`src/rrx_pkg.sv`:
```
// package of opcodes, field positions, reset values and state types
// assumes a 14-bit instruction word and an 8-bit data path
package rrx_pkg;

  // ----------------------------------------------------------------
  // widths and field positions
  // ----------------------------------------------------------------
  localparam int INSTR_W    = 14;
  localparam int DATA_W     = 8;
  localparam int FADDR_W    = 7;
  localparam int PC_W       = 13;
  localparam int DEST_BIT   = 7;   // destination-select bit of a file op
  localparam int MSB_BIT    = 7;   // bit that leaves into the carry
  localparam int ENABLE_BIT = 7;   // global_interrupt_enable position

  // ----------------------------------------------------------------
  // opcode patterns and masks
  // ----------------------------------------------------------------
  localparam logic [13:0] NOP_MASK     = 14'h3F9F;
  localparam logic [13:0] NOP_CODE     = 14'h0000;
  localparam logic [13:0] INT_RET_MASK = 14'h3FFF;
  localparam logic [13:0] INT_RET_CODE = 14'h0009;
  localparam logic [13:0] LIT_RET_MASK = 14'h3C00;
  localparam logic [13:0] LIT_RET_CODE = 14'h3400;
  localparam logic [13:0] ROTL_MASK    = 14'h3F00;
  localparam logic [13:0] ROTL_CODE    = 14'h0D00;

  // ----------------------------------------------------------------
  // cycle counts and reset values
  // ----------------------------------------------------------------
  localparam int          RETURN_CYCLES = 2;
  localparam int          SINGLE_CYCLES = 1;
  localparam logic [7:0]  DATA_RST      = 8'h00;
  localparam logic [6:0]  FADDR_RST     = 7'h00;
  localparam logic [12:0] PC_RST        = 13'h0000;

  // ----------------------------------------------------------------
  // sequencer state and whole-module state
  // ----------------------------------------------------------------
  typedef enum logic [1:0] {
    ST_EXEC  = 2'b00,   // taking a new instruction
    ST_FLUSH = 2'b01    // second cycle of a return
  } seq_state_t;

  typedef struct packed {
    seq_state_t  state;
    logic        ready;
    logic        wWrite;
    logic [7:0]  wData;
    logic        fileWrite;
    logic [6:0]  fileAddr;
    logic [7:0]  fileWdata;
    logic        carryWrite;
    logic        carryData;
    logic        stackPop;
    logic        pcLoad;
    logic [12:0] pcValue;
    logic        pcAdvance;
    logic        intEnableSet;
  } core_t;

endpackage

```
`src/rotate_left_unit.sv`:
```
// rotate-left-through-carry datapath
// assumes operand and carry are valid in the same cycle
`timescale 1ns/1ps
module rotate_left_unit
  import rrx_pkg::*;
#(
  parameter int WIDTH = DATA_W
) (
  // operand
  input  wire logic [WIDTH-1:0] operand,
  input  wire logic             carryIn,
  // result
  output logic      [WIDTH-1:0] result,
  output logic                  carryOut
);

  // old carry enters bit 0, old top bit leaves into carry
  assign result   = {operand[WIDTH-2:0], carryIn};
  assign carryOut = operand[WIDTH-1];

endmodule // rotate_left_unit

```
`src/return_rotate_instr_exec.sv`:
```
// decode and execute of no-op, interrupt return, literal return, rotate left
// assumes the fetch stage presents the word with the addressed file data
// Operation
// RQ1: interrupt return pops the stack and loads its top entry into the pc over two cycles.
// RQ2: interrupt return also sets the global interrupt enable, bit 7 of the control register.
// RQ3: literal return writes its 8-bit immediate into the working register, no flags change.
// RQ4: literal return also pops the stack top into the pc and takes two cycles.
// RQ5: rotate left shifts the file register left through carry, only carry changes, one cycle.
// RQ6: the destination bit sends the rotated value to the working register (0) or file (1).
// RQ7: no-op changes no state and only advances the pc after one cycle.
`timescale 1ns/1ps
module return_rotate_instr_exec
  import rrx_pkg::*;
(
  // clock and reset
  input  wire logic        ref_clk,
  input  wire logic        arst_n,
  // instruction from fetch
  input  wire logic        instrValid,
  input  wire logic [13:0] instrWord,
  // core state read
  input  wire logic [7:0]  fileData,
  input  wire logic        carryIn,
  input  wire logic [12:0] stackTopEntry,
  // fetch handshake
  output logic             ready,
  // working register
  output logic             wWrite,
  output logic [7:0]       wData,
  // file register
  output logic             fileWrite,
  output logic [6:0]       fileAddr,
  output logic [7:0]       fileWdata,
  // carry flag
  output logic             carryWrite,
  output logic             carryData,
  // stack and program counter
  output logic             stackPop,
  output logic             pcLoad,
  output logic [12:0]      pcValue,
  output logic             pcAdvance,
  // interrupt control
  output logic             intEnableSet
);

  // ----------------------------------------------------------------
  // state and decode
  // ----------------------------------------------------------------
  core_t      st;
  core_t      next_st;
  logic       take;
  logic       isNop;
  logic       isIntRet;
  logic       isLitRet;
  logic       isRotLeft;
  logic [7:0] rotResult;
  logic       rotCarry;

  // an instruction is taken only while not in a return's second cycle
  assign take      = instrValid && st.ready;
  assign isNop     = (instrWord & NOP_MASK) == NOP_CODE;
  assign isIntRet  = (instrWord & INT_RET_MASK) == INT_RET_CODE;
  assign isLitRet  = (instrWord & LIT_RET_MASK) == LIT_RET_CODE;
  assign isRotLeft = (instrWord & ROTL_MASK) == ROTL_CODE;

  // rotate datapath
  rotate_left_unit #(
    .WIDTH    (DATA_W)
  ) u_rot (
    .operand  (fileData),
    .carryIn  (carryIn),
    .result   (rotResult),
    .carryOut (rotCarry)
  );

  // ----------------------------------------------------------------
  // next-state logic
  // ----------------------------------------------------------------
  always_comb begin
    next_st            = st;
    next_st.wWrite     = 1'b0;
    next_st.fileWrite  = 1'b0;
    next_st.carryWrite = 1'b0;
    next_st.stackPop   = 1'b0;
    next_st.pcLoad     = 1'b0;
    next_st.pcAdvance  = 1'b0;
    next_st.intEnableSet = 1'b0;
    case (st.state)
      ST_EXEC: begin
        if (take && isIntRet) begin
          next_st.stackPop = 1'b1;          // RQ1
          next_st.pcLoad   = 1'b1;          // RQ1
          next_st.pcValue  = stackTopEntry; // RQ1
          next_st.intEnableSet = 1'b1;      // RQ2
          next_st.ready    = 1'b0;          // RQ1
          next_st.state    = ST_FLUSH;
        end else if (take && isLitRet) begin
          next_st.wWrite   = 1'b1;          // RQ3
          next_st.wData    = instrWord[7:0]; // RQ3
          next_st.stackPop = 1'b1;          // RQ4
          next_st.pcLoad   = 1'b1;          // RQ4
          next_st.pcValue  = stackTopEntry; // RQ4
          next_st.ready    = 1'b0;          // RQ4
          next_st.state    = ST_FLUSH;
        end else if (take && isRotLeft) begin
          next_st.carryWrite = 1'b1;        // RQ5
          next_st.carryData  = rotCarry;    // RQ5
          next_st.pcAdvance  = 1'b1;        // RQ5
          if (instrWord[DEST_BIT]) begin
            next_st.fileWrite = 1'b1;       // RQ6
            next_st.fileAddr  = instrWord[6:0];
            next_st.fileWdata = rotResult;  // RQ6
          end else begin
            next_st.wWrite = 1'b1;          // RQ6
            next_st.wData  = rotResult;     // RQ6
          end
        end else if (take && isNop) begin
          next_st.pcAdvance = 1'b1;         // RQ7
        end
      end
      ST_FLUSH: begin
        // second cycle of a return: nothing is taken
        next_st.ready = 1'b1;
        next_st.state = ST_EXEC;
      end
      default: begin
        next_st.ready = 1'b1;
        next_st.state = ST_EXEC;
      end
    endcase
  end

  // ----------------------------------------------------------------
  // state register
  // ----------------------------------------------------------------
  always_ff @(posedge ref_clk or negedge arst_n) begin
    if (!arst_n) begin
      st <= '{state: ST_EXEC, ready: 1'b1, wWrite: 1'b0, wData: DATA_RST,
              fileWrite: 1'b0, fileAddr: FADDR_RST, fileWdata: DATA_RST,
              carryWrite: 1'b0, carryData: 1'b0, stackPop: 1'b0,
              pcLoad: 1'b0, pcValue: PC_RST, pcAdvance: 1'b0, intEnableSet: 1'b0};
    end else begin
      st <= next_st;
    end
  end

  // outputs straight from the state flops
  assign ready      = st.ready;
  assign wWrite     = st.wWrite;
  assign wData      = st.wData;
  assign fileWrite  = st.fileWrite;
  assign fileAddr   = st.fileAddr;
  assign fileWdata  = st.fileWdata;
  assign carryWrite = st.carryWrite;
  assign carryData  = st.carryData;
  assign stackPop   = st.stackPop;
  assign pcLoad     = st.pcLoad;
  assign pcValue    = st.pcValue;
  assign pcAdvance  = st.pcAdvance;
  assign intEnableSet = st.intEnableSet;
endmodule // return_rotate_instr_exec

```
`config.mk`:
```
export PLATFORM = sky130hd
export DESIGN_NAME = return_rotate_instr_exec
export DESIGN_NICKNAME = d
export VERILOG_FILES = /design/src/rrx_pkg.sv /design/src/rotate_left_unit.sv /design/src/return_rotate_instr_exec.sv
export SDC_FILE = /design/constraint.sdc
export NUM_CORES = 1
export LEC_CHECK = 0
export ABC_AREA = 0
export BUFFER_PORTS_ARGS = -buffer_cell sky130_fd_sc_hd__buf_4
export CORE_ASPECT_RATIO = 0.6
export CORE_UTILIZATION = 25
export CTS_CLUSTER_DIAMETER = 60
export DETAILED_ROUTE_END_ITERATION = 16
export MAX_ROUTING_LAYER = met4
export PLACE_DENSITY = 0.5
export SETUP_SLACK_MARGIN = 0.1
export SLEW_MARGIN = 20
export SYNTH_ARGS = -nofsm -noshare
export SYNTH_HDL_FRONTEND = slang
export SYNTH_SLANG_ARGS = --single-unit
export TNS_END_PERCENT = 30
```
`constraint.sdc`:
```
create_clock -name ref_clk -period 2.5 [get_ports ref_clk]
set_input_delay 0.125 -clock ref_clk [delete_from_list [all_inputs] [get_ports ref_clk]]
set_output_delay 0.125 -clock ref_clk [all_outputs]
set_load 0.005 [all_outputs]
```
# Word-level counts from Yosys, hierarchy flattened
# Index checks and enable logic that the tools add are counted.
[totals] inputBits=39 wordCells=51 ff_bits=47 output_inout_bits=45
[op_classes] n_mux=17 bitwise=2 n_reduce_logical=13 n_eq_ne=5
[op_table] op="27-bit 2-to-1 mux" n=2
[op_table] op="44-bit 2-to-1 mux" n=1
[op_table] op="15-bit 2-to-1 mux" n=2
[op_table] op="18-bit 2-to-1 mux" n=1
[op_table] op="9-bit 2-to-1 mux" n=2
[op_table] op="16-bit 2-to-1 mux" n=1
[op_table] op="14-bit by 4-bit == test with 1-bit output, second input constant" n=1
[op_table] op="14-bit zero test" n=1
[op_table] op="3-bit 2-to-1 mux" n=3
[op_table] op="4-bit AND reduction" n=2
[op_table] op="6-bit by 4-bit == test with 1-bit output, second input constant" n=1
[op_table] op="1-bit logical AND" n=5
[op_table] op="1-bit 2-to-1 mux" n=5
[op_table] op="5-bit AND reduction" n=1
[op_table] op="4-bit == test, second input constant" n=1
[op_table] op="2-bit nonzero test" n=2
[op_table] op="3-bit inequality test, second input constant" n=1
[op_table] op="2-bit zero test" n=1
[op_table] op="2-bit by 1-bit inequality test with 1-bit output, second input constant" n=1
[op_table] op="1-bit inverter" n=2
[op_table] op="2-bit AND reduction" n=1

# Longest topological paths before layout
# Gate-level depths: netlist of run 1.
[depth] ltp_word=7 mapped_depth=7 mapped_depth_nobuf=4

# Hierarchy
# A second synthesis of run 1 with hierarchy kept.
[hier_totals] cells_unflattened=221 hier_area_um2=2466.1
[by_module_without_submodules] mod="return_rotate_instr_exec" cells_each=212 area_per_inst_um2=2398.6 instances=1
[by_module_without_submodules] mod="rotate_left_unit" cells_each=9 area_per_inst_um2=67.6 instances=1

# Least setup slack after synthesis of run 1
# OpenSTA, ideal clock, no wires.
[synth_timing] path_kind="register -> register" start="register st (netlist bit ready)" end="register st (netlist bit fileAddr[0])" stages_incl_launch_ff=7 arrival_ns=1.869 setup_ns=0.125 path_slack_ns=0.506 path_cell_list="dfstp_2 > nand3_1 > nor4_1 > and2_1 > buf_2 > buf_4 > mux2_2"
[synth_between] elab_chain_len=4 word_cells_on_any_way=7 classes_between="bitwise (2); reduce/logical (5)"
[synth_lines] item="from (decl)" line="return_rotate_instr_exec.sv:49" source="core_t st;"
[synth_lines] item="from (signal assigned)" line="return_rotate_instr_exec.sv:138" source="st <= '{state: ST_EXEC, ready: 1'b1, wWrite: 1'b0, wData: DATA_RST,"
[synth_lines] item="from (signal assigned)" line="return_rotate_instr_exec.sv:143" source="st <= next_st;"
[synth_lines] item="1-bit logical AND (*)" line="return_rotate_instr_exec.sv:60" source="assign take = instrValid && st.ready;"
[synth_lines] item="1-bit logical AND, on equally long branches" line="return_rotate_instr_exec.sv:97, return_rotate_instr_exec.sv:90"
[synth_lines] item="1-bit inverter (no source line)"
[synth_lines] item="5-bit AND reduction (no source line) (*)"
# Mark *: on every way between the ends. The rest lies on a longest branch, timed or not.
# A chain may end at the register's enable or synchronous reset.

# Worst setup path after layout of run 1
[layout_timing] start="register st (netlist bit ready)" end="register st (netlist bit fileAddr[4])"
# Same word-level chain as after synthesis.

==> results.txt, run 1 <==
- The share of synthesized area in the top cell type comes to 51.7%.
- Using the TritonRoute via totals, the vias-per-cell ratio works out to 4.59.
- Largest vdd supply drop: 0.285 mV
* Most used cell, CP: sky130_fd_sc_hd__buf_4
- Origin of the worst min-delay path: fileData[7]
* Post-synthesis compound-gate area fraction: 12.8%
* Skew final: 1.98 ps
- The most used flip-flop cell after synthesis is sky130_fd_sc_hd__dfrtp_1.
- Synth Area in Adders: 0%
* Count of max-cap constraint violations: 0
- Sequential cells were found to cover 53.0% of the synthesized design area.
- Fmax: 507 MHz
- Hold Vio Cnt, Final: 0
- Routed wire length: 5.65 mm
* Largest net degree at the start of global routing: 46
* Most used standard cell by instance count after synthesis: sky130_fd_sc_hd__dfrtp_1
- The clock reaches the later pin of the worst-skew pair after 280 ps.
- Minimum setup slack in the final design: 527 ps
- Initial core utilization: 26.4%
- Setup TNS after final layout: 0 ps
* Clock H-tree levels: 2
* Cell taking the most area after synthesis: sky130_fd_sc_hd__dfrtp_1
- Diodes inserted: 0
- Of the total synthesized cell area, the portion taken by AND, OR, NAND and NOR gates is 13.6%.
* Startpoint-to-endpoint class of the critical path: register to register
- Critical Path Start Type: register
- Once placement completed, the tool counted placed cells totaling 352.
- The worst register-to-register path has a setup slack of 530 ps.
- Number of input and output port buffers inserted: 83
- Setup repair after global routing left no endpoint under its margin.
- Multi-input gate area in the final layout: 923 um2
- In the final layout, flip-flops and latches occupy 0.00113 mm2.
* Number of unique standard cell types used by synthesis: 24
- After Yosys synthesis, XOR and XNOR cells account for 0% of the synthesized area.
* Number of DRC violations after detailed routing: 0
* GRT Resource Usage Total: 14.1%
- Min Tclk post-route: 1970 ps
- TritonCTS built the clock tree.
* Internal power: 0.00128 W
* Launch point of the critical path: ready
* X dimension of the die: 121 um
- From bottom edge to top edge, the die measures 73.5 um.
- Reg power frac: 45.9%
- Number of top-level design ports: 84
* Worst-Margin Slew: 669 ps
* Power density over the cells: 521 mW/mm2
- Critical path required time: 2670 ps
- Total grt overflow: 0
- Synth-to-Final Area Change: 43.0%
* Wire length of the first global-routing pass: 9.14 mm
* Antenna violations before repair: 0
- Chain of cells forming the critical path: nand3_1, nor4_1, buf_4, and2_1, buf_4, mux2_2
- Worst min-delay path category: input pin to register
- In this run the deepest clock path goes through 2 buffers.
* Routability congestion estimate: 0.717
* Total of flip-flops plus latches after synthesis: 45
- Biggest cell delay along the critical path: 550 ps
- Pre-Repair DR Iteration Count: 4
- The floorplan has 25 rows.
- Mean Syn Cell Area: 12.7 um2
- Net Sw Power: 0.000310 W
* Clk pwr share: 48.3%
* Number of nets produced by synthesis: 207
- After clock tree synthesis, the setup repair step added 0 buffers.
- Std-Cell Core Area: 0.00807 mm2
* Number of enable-type register cells in the synthesized netlist: 0
* Detailed placer's ending HPWL: 4.16 mm
* Number of standard cells in the final layout excluding fillers: 361
* Crit-path max FO: 16
* DRT iter0 DRCs: 69
- The critical path ends at fileAddr[4].
- Yosys printed 0 warnings.
* Gate power share: 5.8%
- CTS root buf: sky130_fd_sc_hd__clkbuf_16
- In the synthesized netlist, the number of instances is 168.
- The max-slew violation total from the final report came to 0.
- Summed instance area of the synthesized netlist: 0.00213 mm2
* Number of clock sinks: 45
- Residual antenna-violating net count after detailed routing: 0
- Data arrives at the worst endpoint at 2140 ps.
- Worst setup slack before clock tree synthesis: 472 ps
- Share of layout cells above drive strength 1: 56.9%
- Async S/R FF share, synth: 100%
- Depth of the most critical reg-to-reg path: 6
* Average wire per cell in the routed design: 15.7 um
* Final-stage net count: 291
* Total Die Area: 0.00890 mm2
* Routed via count: 1656
* Filler cells: 804
- Relative max-transition margin: 55.4%
- Setup violations remaining at the end of the flow were counted as 0.
- After clock tree synthesis, the clock-pin slew on the worst setup and hold paths is 60 ps.
- In this run, CTS created clock tree buffers numbering 5.
- The startpoint identified for the worst register-to-register timing path is ready.
- Kind of capture point of the worst setup path: register
- Outcome: completed
- In the finished design, the share of the clock period the worst path needs comes to 78.9%.
- Multiplexer share of the synthesized area: 16.9%
* Largest cells by area after synthesis: sky130_fd_sc_hd__dfrtp_1 (52%), sky130_fd_sc_hd__mux2_2 (17%), sky130_fd_sc_hd__o211ai_2 (5.9%), sky130_fd_sc_hd__o211ai_1 (5.6%), sky130_fd_sc_hd__or3_1 (4.7%)
- Cell leakage power: 1.50 nW
* Main combinational cell family by area after synthesis: multiplexers
- Most frequent cells after synthesis: sky130_fd_sc_hd__dfrtp_1 (44), sky130_fd_sc_hd__mux2_2 (32), sky130_fd_sc_hd__o211ai_1 (16), sky130_fd_sc_hd__or3_1 (16), sky130_fd_sc_hd__nand2b_1 (15)
* Via count of the first global-routing pass: 1720
* Switching power as a share of total power: 19.6%
- The endpoint identified for the worst register-to-register timing path is fileAddr[4].
- The slowest stage of the critical path is the sky130_fd_sc_hd__dfstp_2 cell.
## cells in the final DEF, fill, tap and decap left out, drive strengths merged
| cell type | n |
|---|---|
| or4 | 3 |
| bufinv | 1 |
| dfstp | 1 |
| nor4 | 2 |
| or3 | 16 |
| a21oi | 3 |
| nor4bb | 1 |
| nand2b | 15 |
| buf | 90 |
| nor2 | 2 |
| dfrtp | 44 |
| nand3 | 2 |
| nand3b | 1 |
| or2 | 2 |
| o211ai | 26 |
| and2 | 1 |
| nand2 | 2 |
| a31o | 1 |
| clkbuf | 7 |
| mux2 | 32 |
| dlygate4sd3 | 1 |
## per-stage QoR
stage / hold WS [ps] / area (um2) / total power (W) / utilization, %
after CTS: 59.3 / 3040 / 0.00162 / 37.7
final: 67.9 / 3040 / 0.00159 / 37.7
after global placement: 180 / 2860 / 0.000835 / 35.5
after floorplan: -171 / 2130 / 0.000761 / -
after global routing: 66.8 / 3040 / 0.00165 / 37.7
after detailed placement: 170 / 2860 / 0.000835 / 35.5
## final cells by class
cell class / count / share of cell area [%]
clock inverters: 1 / 0.986
multi-input cells: 109 / 30.3
flip-flops and latches: 45 / 37.0
repair buffers: 91 / 22.5
clock buffers: 7 / 4.69
well taps: 108 / 4.44
## worst min path at each step
stage	cells after the start	slack, ps	end
2_1_floorplan	0	-170	carryData
3_3_place_gp	1	180	pcValue[5]
3_5_place_dp	1	170	pcValue[5]
4_1_cts	2	60	carryData
5_1_grt	2	70	carryData
6_report	2	70	carryData
## power groups by stage
stage / registers, W / logic, W / clock network (W)
3_3_place_gp: 0.000742 / 0.0000936 / 0
4_1_cts: 0.000728 / 0.0000954 / 0.000794
6_report: 0.000728 / 0.0000925 / 0.000766
5_1_grt: 0.000728 / 0.000105 / 0.000819
3_5_place_dp: 0.000742 / 0.0000938 / 0
2_1_floorplan: 0.000742 / 0.0000193 / 0
## layer usage
| layer | up-vias | track usage [%] | part of all wire [%] | wire, um |
|---|---|---|---|---|
| li1 | 789 | - | - | - |
| met3 | 7 | 4.81 | 7.3 | 413 |
| met5 | - | - | 0 | 0 |
| met1 | 809 | 20.3 | 52 | 2960 |
| met4 | 0 | 4.12 | 0.97 | 55 |
| met2 | 51 | 18.3 | 39 | 2220 |
## logic make-up (layout without fill, tap and decap cells)
logic type | after synthesis | count (layout)
and+or+nand+nor | 47 | 47
DFF | 45 | 45
muxes | 32 | 32
AOI/OAI and AO/OA | 30 | 30
buffers and inverters | 14 | 99
## flip-flops by register name, summed over array words and instances (netlist names)
name          flops
pcLoad            1
fileWrite         1
carryWrite        1
ready             1
wData             8
wWrite            1
intEnableSet      1
pcAdvance         1
carryData         1
fileAddr          7
fileWdata         8
pcValue          13
st                1
## critical path, delay by kind of cell, from the launching register on
kind,cells,cell delay (ps)
buf+inv,2,430
flops,1,550
mux,1,360
simple gates,3,510
## what timing repair did
item,in CTS,in global routing
hold buffers,1,0
resized for setup,0,0
endpoints found under the hold margin,44,0
(Power assumes the default switching activity.)
==> run 2, diff against run 1 <==
--- a/config.mk
+++ b/config.mk
@@ -5,14 +5,14 @@
 export SDC_FILE = /design/constraint.sdc
 export NUM_CORES = 1
 export LEC_CHECK = 0
-export ABC_AREA = 0
+export ABC_AREA = 1
 export BUFFER_PORTS_ARGS = -buffer_cell sky130_fd_sc_hd__buf_4
 export CORE_ASPECT_RATIO = 0.6
 export CORE_UTILIZATION = 25
 export CTS_CLUSTER_DIAMETER = 60
 export DETAILED_ROUTE_END_ITERATION = 16
 export MAX_ROUTING_LAYER = met4
-export PLACE_DENSITY = 0.5
+export PLACE_DENSITY = 0.52
 export SETUP_SLACK_MARGIN = 0.1
 export SLEW_MARGIN = 20
 export SYNTH_ARGS = -nofsm -noshare
==> constraint.sdc (replaced) <==
create_clock -name ref_clk -period 1.6 [get_ports ref_clk]
set_input_delay 0.08 -clock ref_clk [delete_from_list [all_inputs] [get_ports ref_clk]]
set_output_delay 0.08 -clock ref_clk [all_outputs]
set_load 0.005 [all_outputs]
==> run 2 against run 1 <==
The run now ends with design-rule violations left. Sequential cell count stayed put. Worst setup slack worse by 430 ps. First-iteration DRC count is 14% higher. Total power is 93% higher. Clock power is 41% higher. Critical endpoint is now wData[6]. Synthesized cell count is 38% higher. Hold slack worse by 60 ps. Routed wire length is 3.2% higher. Largest power group is now sequential cells.
==> results.txt, run 2 <==
- Outcome: finished with violations
- Violations in the final reports: design-rule violations
* Wire length of the first global-routing pass: 9.39 mm (+2.8%)
- Largest cells by area after synthesis: sky130_fd_sc_hd__dfrtp_1 (54%), sky130_fd_sc_hd__nand2_1 (15%), sky130_fd_sc_hd__nand3_1 (6.4%), sky130_fd_sc_hd__inv_1 (4.4%), sky130_fd_sc_hd__o21ai_2 (4.3%)
- Total clock buffers created by CTS: 5 (unchanged)
* Setup violations, final: 0 (unchanged)
* Async S/R FF share, synth: 100% (unchanged)
- The die boundary height came to 71.8 um (-2.3%).
* Residual antenna-violating net count after detailed routing: 0 (unchanged)
* Fmax: 667 MHz (+32%)
* Number of nets produced by synthesis: 270 (+30%)
- Number of input and output port buffers inserted: 83 (unchanged)
- Crit-path max FO: 8 (-8)
- Setup repair after global routing missed its margin: yes
- The vias after detailed routing came to 1813 (+9.5%).
* Hold Path Sink: fileAddr[4]
- The share of synthesized area occupied by flip-flops and latches is 55.5% (+2.5 points).
- Number of warnings printed during yosys synthesis: 0 (unchanged)
- The starting density of the core is 25.8% (-0.61 points).
* Startpoint-to-endpoint class of the critical path: register to register
* Std-Cell Core Area: 0.00788 mm2 (-2.3%)
- The overall global routing resource usage is 15.2% (+1.1 points).
* Worst-Margin Slew: 596 ps (-73.4 ps)
- In this run the most critical hold path is launched from instrWord[4].
* Critical path required time: 1790 ps (-880 ps)
- Number of pins exceeding their max-slew limit in the final report: 0 (unchanged)
* Top FF cell, synth: sky130_fd_sc_hd__dfrtp_1
- Capture instance of the worst register-to-register path: wData[6]
- Clock H-tree levels: 2 (unchanged)
- The tightest slew margin relative to the limit came to 60.3% (+4.9 points).
- The routed wire length is 5.83 mm (+3.2%).
- Antenna violations before repair: 0 (unchanged)
* Launch point of the critical path: ready
- Count of max-cap constraint violations: 0 (unchanged)
* Share of layout cells above drive strength 1: 42.5% (-14 points)
* Number of vias per cell after detailed routing: 4.17 (-9.1%)
* Filler cells: 825 (+2.6%)
- Setup TNS after final layout: 0 ps (unchanged)
* Cell leakage power: 1.75 nW (+16%)
* Detailed placer's ending HPWL: 4.22 mm (+1.3%)
- Pre-Repair DR Iteration Count: 10 (+6)
- Worst hold path depth: 3 (+1)
- The final non-filler cell area came to 0.00313 mm2 (+2.7%).
- Leaving out fill and tap cells, the most frequent cell in the layout is sky130_fd_sc_hd__buf_4.
- Total grt overflow: 0 (unchanged)
* Number of top-level design ports: 84 (unchanged)
* Most frequent cells after synthesis: sky130_fd_sc_hd__nand2_1 (83), sky130_fd_sc_hd__dfrtp_1 (44), sky130_fd_sc_hd__nand3_1 (26), sky130_fd_sc_hd__inv_1 (24)
- Share of the clock period used by the worst path after layout: 93.7% (+15 points)
- By instance count, the leading cell after synthesis is sky130_fd_sc_hd__nand2_1.
- Via count of the first global-routing pass: 1738 (+1.0%)
- Synth-to-Final Area Change: 53.9%
- Total of flip-flops plus latches after synthesis: 45 (unchanged)
- Worst-Skew Late Latency: 300 ps (+20 ps)
* Worst hold margin: 8.19 ps (-59.7 ps)
- DRT iter0 DRCs: 79 (+14%)
* Largest vdd supply drop: 0.362 mV (+27%)
- The area share of the largest cell type after synthesis came to 54.2% (+2.5 points).
- The worst setup path is launched from a register.
* Worst R2R Setup Slack: 100 ps (-430 ps)
- Cell taking the most area after synthesis: sky130_fd_sc_hd__dfrtp_1
- TritonCTS built the clock tree.
* Power density over the cells: 979 mW/mm2 (+88%)
- Number of unique standard cell types used by synthesis: 20 (-17%)
- Routability congestion estimate: 0.738 (+2.8%)
* X dimension of the die: 118 um (-2.3%)
- Number of rows created at floorplan: 25 (unchanged)
- The post-place instance area is 0.00276 mm2 (-3.5%).
- The worst reg-to-reg path cell count came to 8 (+2).
* Diodes inserted: 0 (unchanged)
- The library cells used most frequently in the layout, excluding fill and tap cells, are sky130_fd_sc_hd__buf_4 (89), sky130_fd_sc_hd__nand2_1 (80), sky130_fd_sc_hd__dfrtp_1 (44), sky130_fd_sc_hd__inv_1 (24), sky130_fd_sc_hd__nand3_1 (24).
- Number of DRC violations after detailed routing: 2 (+2)
* Hold Vio Cnt, Final: 0 (unchanged)
- Skew final: 8.02 ps (+6.05 ps)
* Number of enable-type register cells in the synthesized netlist: 0 (unchanged)
- Final-stage net count: 365 (+25%)
- Worst R2R Start: ready
- The post-layout minimum cycle time was 1500 ps (-474 ps).
- Cell count after synthesis: 231 (+38%)
* Max reg flops: 13 (unchanged)
- Worst min-delay path category: input pin to register
- The clock-pin transition on the worst setup and hold timing paths was 70 ps (about the same).
* Summed instance area of the synthesized netlist: 0.00203 mm2 (-4.6%)
- The post-synthesis average cell area came to 8.79 um2 (-31%).
- The data arrival at the endpoint of the critical path is 1690 ps (-450 ps).
- The maximum clock insertion buffer count came to 2 (unchanged).
* Kind of capture point of the worst setup path: register
* Average wire per cell in the routed design: 13.4 um (-14%)
- Number of clock sinks: 45 (unchanged)
* CTS root buf: sky130_fd_sc_hd__clkbuf_16
- Total Die Area: 0.00850 mm2 (-4.5%)
- Largest net degree at the start of global routing: 46 (unchanged)
-- run 2: cell types whose count changed in the layout (fill, tap and decap cells not counted), sizes merged, moves of 3 or more --
cell	previous run	this run
a21oi	3	0
inv	0	27
mux2	32	0
nand2	2	93
nand2b	15	0
nand3	2	27
nor2	2	12
o211ai	26	0
o21ai	0	18
or3	16	0
or4	3	0
-- run 2: logic make-up after synthesis --
kind of cell | count (synthesis) | synth area share [%]
buffers and inverters | 34 | 8.32
AO/OA/AOI/OAI | 18 | 6.28
AND/OR/NAND/NOR | 134 | 29.9
flip-flops | 45 | 55.5
-- run 2: worst max-delay path by stage --
stage                  to  slack [ps]  depth (start not counted)
2_1_floorplan    wData[5]         180                          8
3_3_place_gp     wData[5]          60                          8
3_5_place_dp     wData[6]          20                          8
4_1_cts        pcValue[3]          80                          7
5_1_grt          wData[2]           2                          8
6_report         wData[6]         100                          8
-- run 2: area by class of cell --
cell class	count	area, um2	share of cell area [%]
clock buffers	5	125	4.00
clock inverters	3	25.0	0.801
inverters	26	97.6	3.12
multi-input cells	153	852	27.3
flip-flops and latches	45	1130	36.1
well taps	108	135	4.32
repair buffers	95	763	24.4
-- run 2: timing repair --
item | CTS | global route
cloned | 1 | 1
gates resized for setup | 6 | 22
buffers inserted | 3 | 1
endpoints found under the setup margin | 26 | 37
pin swaps | 3 | 6
hold endpoints to repair | 46 | 0
hold buffers | 3 | 0
-- run 2: worst max-delay path: stages (launching register included) --
cell and delay [ps]:
sky130_fd_sc_hd__dfstp_2 570, sky130_fd_sc_hd__nand2_2 70, sky130_fd_sc_hd__nor2_4 130, sky130_fd_sc_hd__nand2_4 140, sky130_fd_sc_hd__clkbuf_16 210, sky130_fd_sc_hd__o21ai_2 110
sky130_fd_sc_hd__inv_1 60, sky130_fd_sc_hd__nand3_2 50, sky130_fd_sc_hd__nand2_1 50
-- run 2: per-stage QoR --
step           std cells  total power (W)  utilization, %  setup WS, ps
2_1_floorplan        231          0.00157               -           181
3_3_place_gp         418          0.00196            35.0          62.0
3_5_place_dp         418          0.00197            35.0          21.0
4_1_cts              433          0.00310            38.1          82.2
5_1_grt              435          0.00323            39.7          1.69
6_report             435          0.00306            39.7           101
-- run 2: routing by layer --
layer | track usage (%) | part of all wire [%]
met1 | 22.7 | 53
met2 | 17.9 | 37
met3 | 5.97 | 8.6
met4 | 4.70 | 1.1
met5 | - | 0
-- run 2: report_power, final --
group	leakage (nW)	switching [W]	internal [W]	total [W]
logic	1.08	0.000264	0.000335	0.000598
clock network	0.0708	0.000491	0.000591	0.00108
registers	0.594	0.0000904	0.00129	0.00138
